[src/shared/ack_tag_regs_pkg.sv]
/*
 * Package for the per-port link maintenance reply and acknowledge-tag register bank.
 * Assumes an APB slave with 32-bit data and bit 0 being the word's most significant bit.
 */
package ack_tag_regs_pkg;
    localparam int NumPorts = 16;
    localparam int PortStride = 32'h20;
    localparam logic [11:0] RequestOffset = 12'h040;
    localparam logic [11:0] ReplyOffset = 12'h044;
    localparam logic [11:0] TagStatusOffset = 12'h048;
    localparam logic [11:0] LastReplyOffset = 12'h224;
    localparam logic [11:0] LastTagStatusOffset = 12'h228;
    // Bit positions given as documented bit numbers, bit 0 = msb
    localparam int ValidBitNum = 0;
    localparam int DiscardBitNum = 0;
    localparam int ReplyTagLsbNum = 27;
    localparam int LinkStateLsbNum = 31;
    localparam int RxTagLsbNum = 7;
    localparam int BitmapLsbNum = 23;
    localparam int TxTagLsbNum = 31;
    localparam int CommandLsbNum = 31;
    localparam logic [2:0] ReplyTagReset = 3'h0;
    localparam logic [3:0] LinkStateReset = 4'h0;
    localparam logic [2:0] TagReset = 3'h0;
    localparam logic [7:0] BitmapReset = 8'h00;
    localparam logic [2:0] CommandReset = 3'h0;

    // Link-response as delivered by the port's receiver
    typedef struct packed {
        logic valid;
        logic [2:0] replyTagState;
        logic [3:0] linkState;
    } link_reply_s;

    // Link-request handed to the port's transmitter
    typedef struct packed {
        logic valid;
        logic [2:0] command;
    } link_request_s;
endpackage

[src/link_maint_reply_tag_state_regs.sv]
/*
 * Register bank for link maintenance replies and acknowledge-tag bookkeeping, all ports.
 * Assumes an APB master on clock, and port logic that reports sent requests, replies,
 * accepted and transmitted packets and acknowledges with one-cycle pulses per port.
 */
// Operation
// - One reply register per port, at 0x44 for port 0 through 0x224.
// - Reading the reply register returns status of the latest link-response.
// - Writes to the reply register are ignored.
// - Valid flag sets when an expected link-response arrives.
// - Valid flag sets once a no-reply link-request has been sent.
// - A read of the reply register clears the valid flag, unless the flag sets in the same cycle.
// - Bits 25-27 hold the reply tag state, reset 0.
// - Bits 28-31 hold the link state, reset 0.
// - One tag status register per port, at 0x48 through 0x228.
// - Tag status read shows inbound and outbound tag state together.
// - Writing one to bit 0 discards all unacknowledged packets.
// - The discard bit holds no state and reads as zero.
// - Bits 5-7 show the next expected inbound tag, reset 0.
// - Bits 16-23 mark each tag sent but not yet acknowledged.
// - Bitmap msb stands for tag 0, lsb for tag 7.
// - Bits 29-31 hold the next outbound tag.
// - Writing the outbound tag restarts retransmission from that tag.
// - Writing the request register sends a link-request with command bits 29-31.
`timescale 1ns/10ps
`default_nettype none
module link_maint_reply_tag_state_regs (
    input wire logic clock,
    input wire logic rst_n,
    input wire logic psel,
    input wire logic penable,
    input wire logic pwrite,
    input wire logic [11:0] paddr,
    input wire logic [31:0] pwdata,
    output logic pready,
    output logic [31:0] prdata,
    output logic pslverr,
    input wire logic [15:0] requestSent,
    input wire logic [15:0] requestExpectsReply,
    input wire ack_tag_regs_pkg::link_reply_s [15:0] linkReply,
    input wire logic [15:0] rxPacketAccepted,
    input wire logic [15:0] txPacketSent,
    input wire logic [15:0] txAckReceived,
    input wire logic [47:0] txAckTag,
    output ack_tag_regs_pkg::link_request_s [15:0] linkRequest,
    output logic [15:0] discardUnackedPackets,
    output logic [15:0] retransmitStart,
    output logic [47:0] txNextTag
);
    // ****************************************
    // Bus decode
    // ****************************************
    logic access;
    logic [3:0] portSel;
    logic [4:0] portOffset;
    logic inRange;
    logic isReq;
    logic isReply;
    logic isTag;
    logic [31:0] nxt_prdata;
    assign access = psel && penable && !pready;
    assign portSel = 4'(paddr[9:5] - 5'h2);
    assign portOffset = paddr[4:0];
    assign inRange = paddr >= ack_tag_regs_pkg::RequestOffset && paddr <= ack_tag_regs_pkg::LastTagStatusOffset;
    assign isReq = inRange && portOffset == ack_tag_regs_pkg::RequestOffset[4:0];
    assign isReply = inRange && portOffset == ack_tag_regs_pkg::ReplyOffset[4:0];
    assign isTag = inRange && portOffset == ack_tag_regs_pkg::TagStatusOffset[4:0];

    // ****************************************
    // Per-port state
    // ****************************************
    logic [15:0] replyValid_ff;
    logic [2:0] replyTag_ff [16];
    logic [3:0] linkState_ff [16];
    logic [2:0] rxTag_ff [16];
    logic [2:0] txTag_ff [16];
    logic [7:0] bitmap_ff [16];
    logic [2:0] command_ff [16];

    for (genvar p = 0; p < 16; p++) begin : g_port
        logic hit;
        logic wrReq;
        logic wrTag;
        logic rdReply;
        logic [7:0] setMask;
        logic [7:0] clrMask;
        assign hit = access && portSel == 4'(p);
        assign wrReq = hit && pwrite && isReq;
        assign wrTag = hit && pwrite && isTag;
        assign rdReply = hit && !pwrite && isReply;
        // Tag t maps to bitmap bit 7-t
        assign setMask = txPacketSent[p] ? (8'h80 >> txTag_ff[p]) : 8'h00;
        assign clrMask = txAckReceived[p] ? (8'h80 >> txAckTag[3*p +: 3]) : 8'h00;

        always_ff @(posedge clock) begin
            if (!rst_n) begin
                replyValid_ff[p] <= 1'b0;
            end else if ((linkReply[p].valid && requestExpectsReply[p])
                    || (requestSent[p] && !requestExpectsReply[p])) begin
                replyValid_ff[p] <= 1'b1;
            end else if (rdReply) begin
                replyValid_ff[p] <= 1'b0;
            end
        end

        always_ff @(posedge clock) begin
            if (!rst_n) begin
                replyTag_ff[p] <= ack_tag_regs_pkg::ReplyTagReset;
                linkState_ff[p] <= ack_tag_regs_pkg::LinkStateReset;
            end else if (linkReply[p].valid) begin
                replyTag_ff[p] <= linkReply[p].replyTagState;
                linkState_ff[p] <= linkReply[p].linkState;
            end
        end

        always_ff @(posedge clock) begin
            if (!rst_n) begin
                rxTag_ff[p] <= ack_tag_regs_pkg::TagReset;
            end else if (rxPacketAccepted[p]) begin
                rxTag_ff[p] <= rxTag_ff[p] + 3'h1;
            end
        end

        always_ff @(posedge clock) begin
            if (!rst_n) begin
                txTag_ff[p] <= ack_tag_regs_pkg::TagReset;
            end else if (wrTag) begin
                txTag_ff[p] <= pwdata[31 - ack_tag_regs_pkg::TxTagLsbNum +: 3];
            end else if (txPacketSent[p]) begin
                txTag_ff[p] <= txTag_ff[p] + 3'h1;
            end
        end

        always_ff @(posedge clock) begin
            if (!rst_n) begin
                bitmap_ff[p] <= ack_tag_regs_pkg::BitmapReset;
            end else if (wrTag && pwdata[31 - ack_tag_regs_pkg::DiscardBitNum]) begin
                bitmap_ff[p] <= setMask;
            end else begin
                bitmap_ff[p] <= (bitmap_ff[p] & ~clrMask) | setMask;
            end
        end

        always_ff @(posedge clock) begin
            if (!rst_n) begin
                discardUnackedPackets[p] <= 1'b0;
                retransmitStart[p] <= 1'b0;
                linkRequest[p] <= '0;
                command_ff[p] <= ack_tag_regs_pkg::CommandReset;
            end else begin
                discardUnackedPackets[p] <= wrTag && pwdata[31 - ack_tag_regs_pkg::DiscardBitNum];
                retransmitStart[p] <= wrTag;
                linkRequest[p].valid <= wrReq;
                linkRequest[p].command <= pwdata[31 - ack_tag_regs_pkg::CommandLsbNum +: 3];
                if (wrReq) begin
                    command_ff[p] <= pwdata[31 - ack_tag_regs_pkg::CommandLsbNum +: 3];
                end
            end
        end

        assign txNextTag[3*p +: 3] = txTag_ff[p];
    end

    // ****************************************
    // Read data and APB answer
    // ****************************************
    always_comb begin
        nxt_prdata = 32'h0;
        if (isReq) begin
            nxt_prdata[31 - ack_tag_regs_pkg::CommandLsbNum +: 3] = command_ff[portSel];
        end else if (isReply) begin
            nxt_prdata[31 - ack_tag_regs_pkg::ValidBitNum] = replyValid_ff[portSel];
            nxt_prdata[31 - ack_tag_regs_pkg::ReplyTagLsbNum +: 3] = replyTag_ff[portSel];
            nxt_prdata[31 - ack_tag_regs_pkg::LinkStateLsbNum +: 4] = linkState_ff[portSel];
        end else if (isTag) begin
            nxt_prdata[31 - ack_tag_regs_pkg::RxTagLsbNum +: 3] = rxTag_ff[portSel];
            nxt_prdata[31 - ack_tag_regs_pkg::BitmapLsbNum +: 8] = bitmap_ff[portSel];
            nxt_prdata[31 - ack_tag_regs_pkg::TxTagLsbNum +: 3] = txTag_ff[portSel];
        end
    end

    always_ff @(posedge clock) begin
        if (!rst_n) begin
            pready <= 1'b0;
            prdata <= 32'h0;
            pslverr <= 1'b0;
        end else begin
            pready <= access;
            pslverr <= access && !(isReq || isReply || isTag);
            prdata <= (access && !pwrite) ? nxt_prdata : 32'h0;
        end
    end
endmodule
`default_nettype wire

[config.mk]
export PLATFORM = sky130hd
export DESIGN_NAME = link_maint_reply_tag_state_regs
export DESIGN_NICKNAME = d
export VERILOG_FILES = /design/src/shared/ack_tag_regs_pkg.sv /design/src/link_maint_reply_tag_state_regs.sv
export SDC_FILE = /design/constraint.sdc
export NUM_CORES = 1
export LEC_CHECK = 0
export ABC_AREA = 1
export ABC_CLOCK_PERIOD_IN_PS = 4500
export BUFFER_PORTS_ARGS = -buffer_cell sky130_fd_sc_hd__buf_2
export CORE_ASPECT_RATIO = 0.75
export CORE_UTILIZATION = 62
export CTS_CLUSTER_DIAMETER = 30
export DETAILED_ROUTE_END_ITERATION = 16
export PLACE_DENSITY = 0.9
export REMOVE_ABC_BUFFERS = 1
export SETUP_SLACK_MARGIN = 0.2
export SLEW_MARGIN = 0
export SYNTH_ARGS = -nofsm -noshare
export SYNTH_HDL_FRONTEND = slang
export SYNTH_SLANG_ARGS = --single-unit
[constraint.sdc]
create_clock -name clock -period 4.5 [get_ports clock]
set_input_delay 0.45 -clock clock [delete_from_list [all_inputs] [get_ports clock]]
set_output_delay 0.45 -clock clock [all_outputs]
set_load 0.1 [all_outputs]
==> run_results.csv, run 1 <==
group,metric,value,unit
status,outcome,"finished clean",
clock_tree,clkTransAtPathRegs,0.06,ns
setup_path,setup.worst_path.end_class,"register",
synth,synth_seq_cells,472,
min_path,hp-class,"in2reg",
drt,routed_via_density,5.79,
clock_tree,ctsHoldBuffers,0,
clock_tree,cts.path.max_buffers,3,
power_and_ir_drop,p_int,9390,uW
timing,setup_violations,0,
clock_tree,cts-root-buf,"clkbuf_16",
floorplanning,rows,66,
cells_and_area,drive_above_1_share,18.7,%
cells_and_area,stdcell_area,33200,sq um
clock_tree,cts.sinks,472,
power_and_ir_drop,p_sw,4030,uW
timing,fin_crit,2.93,ns
drt,wl_met2,39100,um
floorplanning,die_area,45500,sq um
flow_run,cap_violations,0,
placement,hpwl,61500,um
power_and_ir_drop,p_sw_share,30.0,%
timing,clock_skew,0.0231,ns
timing,hold_viol_final,0,
timing,tns,0,ns
floorplanning,core-area,43700,sq um
grt,antenna_found_initial,12,
setup_path,cp_max_fo,37,
drt,top_layer,"met4",
timing,fmax,341,MHz
drt,drc_errors,0,
floorplanning,start_util,63.3,%
synth,netlist_top_cells_area,"edfxtp_1, nand2_1, dfxtp_1, nand3_1, inv_1",
setup_path,critPathKind,"in2reg",
grt,grt_overflow,0,
placement,post-place-ws,1.10,ns
timing,max_slew_margin,33.5,%
floorplanning,num_io_pins,483,
clock_tree,numCtsBuffers,83,
cells_and_area,fin_nets,4302,
grt,grt_use_total,37.5,%
synth,synth_edf_count,384,
synth,syn_inst,3378,
synth,synthFlopType,"edfxtp_1",
clock_tree,postCtsSetupRepairBufs,0,
drt,drt_wl_total,88000,um
synth,ys_top_cells_by_count,"nand2_1, inv_1, edfxtp_1, nor2_1, nand3_1",
synth,seq_area_frac_synth,48.1,%
clock_tree,htreeDepth,3,
drt,wl_met1,32400,um
setup_path,cp.required,4.82,ns
placement,gp_congestion,0.971,
timing,rsz0062_at_grt,"no",
power_and_ir_drop,comb_power_share,14.6,%
synth,synth_top_area_cell,"edfxtp_1",
grt,grt_max_degree,127,
floorplanning,die_height,185,um
power_and_ir_drop,power_density,405,nW/um^2
power_and_ir_drop,peakVddDrop,0.000291,V
placement,placed_area,30300,sq um
drt,postRouteAntennaNets,0,
drt,wl_met3,11700,um
timing,maxSlewViolCount,0,
synth,yosysTopAreaCellShare,41.7,%
clock_tree,cts_resized,0,
drt,num_vias,26300,
clock_tree,tritoncts,"yes",
drt,initialDrtViolationCount,3547,
drt,post_drt_wl_per_cell,19.4,um
setup_path,startpoint_type,"input port",
clock_tree,insertion_delay,0.61,ns
synth,synth_area,27700,sq um
grt,grt_pass1_wl,130000,um
synth,avgSynthCellArea,8.19,sq um
placement,io_buffers,441,
power_and_ir_drop,clkPwrFrac,46.7,%
timing,worst_pin_slew,0.998,ns
floorplanning,die_w,246,um
synth,yosysMostFrequentCell,"nand2_1",
drt,dr.pass1.iters,7,
synth,synth_warnings,0,
power_and_ir_drop,p_leak,0.0159,uW
grt,first_global_vias,24300,
synth,yosysUniqueCellTypes,43,
setup_path,arrival,3.26,ns
cells_and_area,areaGrowthSynthToFinish,20.0,%
timing,fin_crit_sh,65.2,%
power_and_ir_drop,power_frac_seq,38.7,%
timing,fin_ws,1.57,ns
synth,async_flop_share,0,%
==> layout make-up <==
cell class | instances | area [sq um]
timing repair buffer | 467 | 2440
inverter | 425 | 1600
clock inverter | 58 | 603
clock buffer | 97 | 2200
fill | 2990 | 10500
tap | 578 | 723
multi-input combinational | 2433 | 12300
antenna | 12 | 30.0
sequential | 472 | 13300
==> state kept, by name, indices dropped and copies added (netlist names) <==
register	flops
bitmap_ff	128
retransmitStart	16
linkRequest	19
pslverr	1
prdata	19
replyValid_ff	16
linkState_ff	64
command_ff	48
rxTag_ff	48
discardUnackedPackets	16
pready	1
replyTag_ff	48
txTag_ff	48
==> critical path, cell delays in order <==
cell	delay, ns
buf_4	0.25
inv_2	0.40
nand2_1	0.45
nor2_4	0.56
nand2_1	0.14
nor2_1	0.28
nand4_1	0.41
nand2_1	0.20
a21oi_1	0.09
==> layer usage <==
layer / vias to the layer above / track usage (%)
li1: 12000 / -
met1: 12000 / 49.9
met2: 1980 / 57.9
met3: 354 / 8.53
met4: 0 / 18.9
met5: - / 0
==> path summary, 6_finish.rpt <==
path              depth (start not counted)                          start                                end  slack, ns
setup / recovery                          9                       paddr[5]      bitmap_ff[8][0]$_SDFFCE_PN0P_       1.57
hold reg to reg                           2  replyValid_ff[0]$_SDFFE_PN0P_      replyValid_ff[0]$_SDFFE_PN0P_       0.46
setup reg to reg                          7              pready$_SDFF_PN0_         bitmap_ff[15][3]$_DFFE_PP_       1.74
hold / removal                            3                 linkReply[120]  linkState_ff[15][0]$_SDFFCE_PN0P_       0.13
==> layout by cell type, fill, tap and decap left out, drive strengths merged, types with 31 or more instances in the layout <==
cell type / instances
a21oi: 47
a22oi: 64
buf: 467
clkbuf: 97
clkinv: 31
conb: 141
dfxtp: 88
edfxtp: 384
ha: 115
inv: 441
nand2: 912
nand3: 331
nand4: 34
nor2: 390
nor3: 69
o21ai: 208
or2: 32
==> stage by stage <==
stage | hold WS, ns | instances | util [%] | power, uW
2_1_floorplan | 0.439 | 3330 | - | 6480
3_3_place_gp | 0.449 | 4375 | 69.4 | 7090
3_5_place_dp | 0.453 | 4375 | 69.4 | 7150
4_1_cts | 0.122 | 4530 | 75.9 | 13400
5_1_grt | 0.141 | 4539 | 75.9 | 13800
6_report | 0.132 | 4542 | 75.9 | 13400
==> power groups by stage <==
stage	Combinational, uW	Sequential [uW]	Clock, uW
floorplan	843	5640	0
global placement	1840	5260	0
detailed placement	1880	5270	0
CTS	1910	5190	6250
global route	2090	5220	6460
finish	1960	5200	6270
==> cells by family after synthesis <==
group	Yosys count	synth area share [%]
multiplexers	16	0.579
adder cells (fa/ha/maj)	115	5.20
other	2	0.0272
XOR/XNOR	16	0.507
AO/OA/AOI/OAI	351	7.24
AND/OR/NAND/NOR	1794	28.9
flip-flops	472	48.1
buffers and inverters	612	9.44
Note: power is estimated with default switching activity, not from simulation.
==> run 2: changes to the inputs <==
--- a/config.mk
+++ b/config.mk
@@ -6,13 +6,13 @@
 export NUM_CORES = 1
 export LEC_CHECK = 0
 export ABC_AREA = 1
-export ABC_CLOCK_PERIOD_IN_PS = 4500
+export ABC_CLOCK_PERIOD_IN_PS = 2650
 export BUFFER_PORTS_ARGS = -buffer_cell sky130_fd_sc_hd__buf_2
 export CORE_ASPECT_RATIO = 0.75
-export CORE_UTILIZATION = 62
+export CORE_UTILIZATION = 52
 export CTS_CLUSTER_DIAMETER = 30
 export DETAILED_ROUTE_END_ITERATION = 16
-export PLACE_DENSITY = 0.9
+export PLACE_DENSITY = 0.81
 export REMOVE_ABC_BUFFERS = 1
 export SETUP_SLACK_MARGIN = 0.2
 export SLEW_MARGIN = 0
==> constraint.sdc (replaced) <==
create_clock -name clock -period 2.65 [get_ports clock]
set_input_delay 0.265 -clock clock [delete_from_list [all_inputs] [get_ports clock]]
set_output_delay 0.265 -clock clock [all_outputs]
set_load 0.1 [all_outputs]
==> run 2 against run 1 <==
Die area increased by 19%. Largest cell class unchanged. Sequential share of layout area decreased by 3.0 points. Worst hold slack got worse by 0.11 ns. First-iteration DRC count decreased by 3.2%. Clock skew increased by 0.0046 ns. Non-clock buffer count increased by 190. Largest power group unchanged. Via count increased by 2.9%. Worst setup slack got worse by 1.2 ns. Combinational power increased by 84%. Clock power increased by 98%.
==> run_results.csv, run 2 (synthesis results as in run 1) <==
group,metric,value,unit
cells_and_area,layout_commonest_cell,"nand2_1",
timing,fin_ws,0.370,ns
placement,hpwl,63400,um
setup_path,cp.required,3.03,ns
timing,clock_skew,0.0277,ns
setup_path,critPathKind,"reg2reg",
clock_tree,cts-root-buf,"clkbuf_16",
drt,routed_via_density,5.54,
floorplanning,rows,72,
timing,rsz0062_at_grt,"no",
drt,postRouteAntennaNets,0,
clock_tree,postCtsSetupRepairBufs,0,
grt,grt_pass1_wl,145000,um
grt,grt_use_total,35.1,%
placement,io_buffers,441,
power_and_ir_drop,peakVddDrop,0.000598,V
drt,drc_errors,0,
clock_tree,cts.sinks,472,
timing,fmax,439,MHz
min_path,hp-class,"in2reg",
power_and_ir_drop,p_leak,0.0170,uW
floorplanning,die_area,54100,sq um
setup_path,cp_max_fo,8,
drt,drt_wl_total,96300,um
timing,maxSlewViolCount,0,
timing,max_slew_margin,45.2,%
timing,setup_violations,0,
grt,grt_overflow,0,
clock_tree,cts.path.max_buffers,3,
floorplanning,num_io_pins,483,
flow_run,cap_violations,0,
cells_and_area,layout_common_cells,"nand2_1, buf_2, inv_1",
setup_path,arrival,2.66,ns
drt,num_vias,27000,
grt,antenna_found_initial,22,
placement,place_inst,4536,
timing,hold_viol_final,0,
placement,gp_congestion,0.971,
cells_and_area,nFillCells,3877,
setup_path,setup.worst_path.end_class,"register",
clock_tree,htreeDepth,3,
grt,grt_max_degree,124,
timing,worst_pin_slew,0.822,ns
grt,first_global_vias,26200,
drt,initialDrtViolationCount,3432,
drt,dr.pass1.iters,6,
status,outcome,"finished clean",
placement,post-place-ws,0.101,ns
cells_and_area,final_core_util,68.8,%
floorplanning,start_util,53.1,%
cells_and_area,regArea,13300,sq um
drt,post_drt_wl_per_cell,19.7,um
power_and_ir_drop,power_density,695,nW/um^2
floorplanning,die_w,268,um
clock_tree,clkTransAtPathRegs,0.05,ns
cells_and_area,stdcell_count,4882,
cells_and_area,largest_reg_flops,128,
cells_and_area,fin_nets,4502,
clock_tree,numCtsBuffers,93,
floorplanning,die_height,202,um
cells_and_area,multi_input_area,12300,sq um
clock_tree,tritoncts,"yes",
clock_tree,insertion_delay,0.65,ns
power_and_ir_drop,power,24900,uW
setup_path,startpoint_type,"register",
floorplanning,core-area,52100,sq um
cells_and_area,top_register,"bitmap_ff",
cells_and_area,drive_above_1_share,19.1,%
cells_and_area,reg.largest.list,"bitmap_ff (128), linkState_ff (64)",
timing,fin_crit,2.28,ns
timing,fin_crit_sh,86.1,%
cells_and_area,areaGrowthSynthToFinish,29.5,%
## run 2: cell types whose count changed in the layout (fill, tap and decap cells not counted), sizes merged
cell         previous run  this run
inv                   441       442
buf                   467       503
dlygate4sd3             0       154
bufinv                  5        10
clkinv                 31        28
diode                  12        17
clkinvlp                6         7
clkbuf                 97       113
## run 2: stage by stage
step                      area, sq um  hold WS, ns  TNS, ns
after global routing            35800       0.0132        0
final                           35800       0.0224        0
after CTS                       35800     0.000251        0
after detailed placement        30900        0.455        0
after floorplan                 27200        0.435  -611.34
after global placement          30900        0.449        0
## run 2: report_power, final
part           total [uW]  leakage [uW]  internal [uW]  switching (uW)
sequential           8850       0.00477           8540             307
combinational        3600        0.0106           1020            2590
clock               12400       0.00163           8020            4410
## run 2: worst paths after layout
path / slack, ns / end / start / cells past startpoint
hold reg to reg: 0.48 / replyValid_ff[11]$_SDFFE_PN0P_ / replyValid_ff[11]$_SDFFE_PN0P_ / 2
setup reg to reg: 0.37 / bitmap_ff[0][4]$_DFFE_PP_ / pready$_SDFF_PN0_ / 7
setup / recovery: 0.37 / bitmap_ff[0][4]$_DFFE_PP_ / pready$_SDFF_PN0_ / 7
hold / removal: 0.02 / replyValid_ff[1]$_SDFFE_PN0P_ / requestExpectsReply[1] / 3
## run 2: routing by layer
metal,vias to the layer above,track usage [%],share of wire [%]
met1,12300,45.4,38
met3,468,9.79,12
met4,8,19.6,6.0
met2,1868,52.9,44
li1,12400,-,-
met5,-,0,0.059
## run 2: layout make-up
cell class	instances	area share, %
clock inverter	62	2.16
timing repair buffer	657	12.2
antenna	17	0.119
clock buffer	113	7.17
sequential	472	37.1
tap	703	2.46
multi-input combinational	2433	34.3
inverter	425	4.47
## run 2: what timing repair did
| action | CTS | global route |
|---|---|---|
| gates resized for setup | 0 | 1 |
| hold buffers | 153 | 1 |
| setup endpoints to repair | 0 | 6 |
| endpoints found under the hold margin | 199 | 1 |
## run 2: worst max-delay path, cell delays in order (launching register included)
cell	delay [ns]
dfxtp_1	0.33
nand3b_4	0.24
nor2_4	0.38
nand3_1	0.34
nor2_2	0.27
nand2_1	0.24
nand3_1	0.13
o21ai_0	0.08
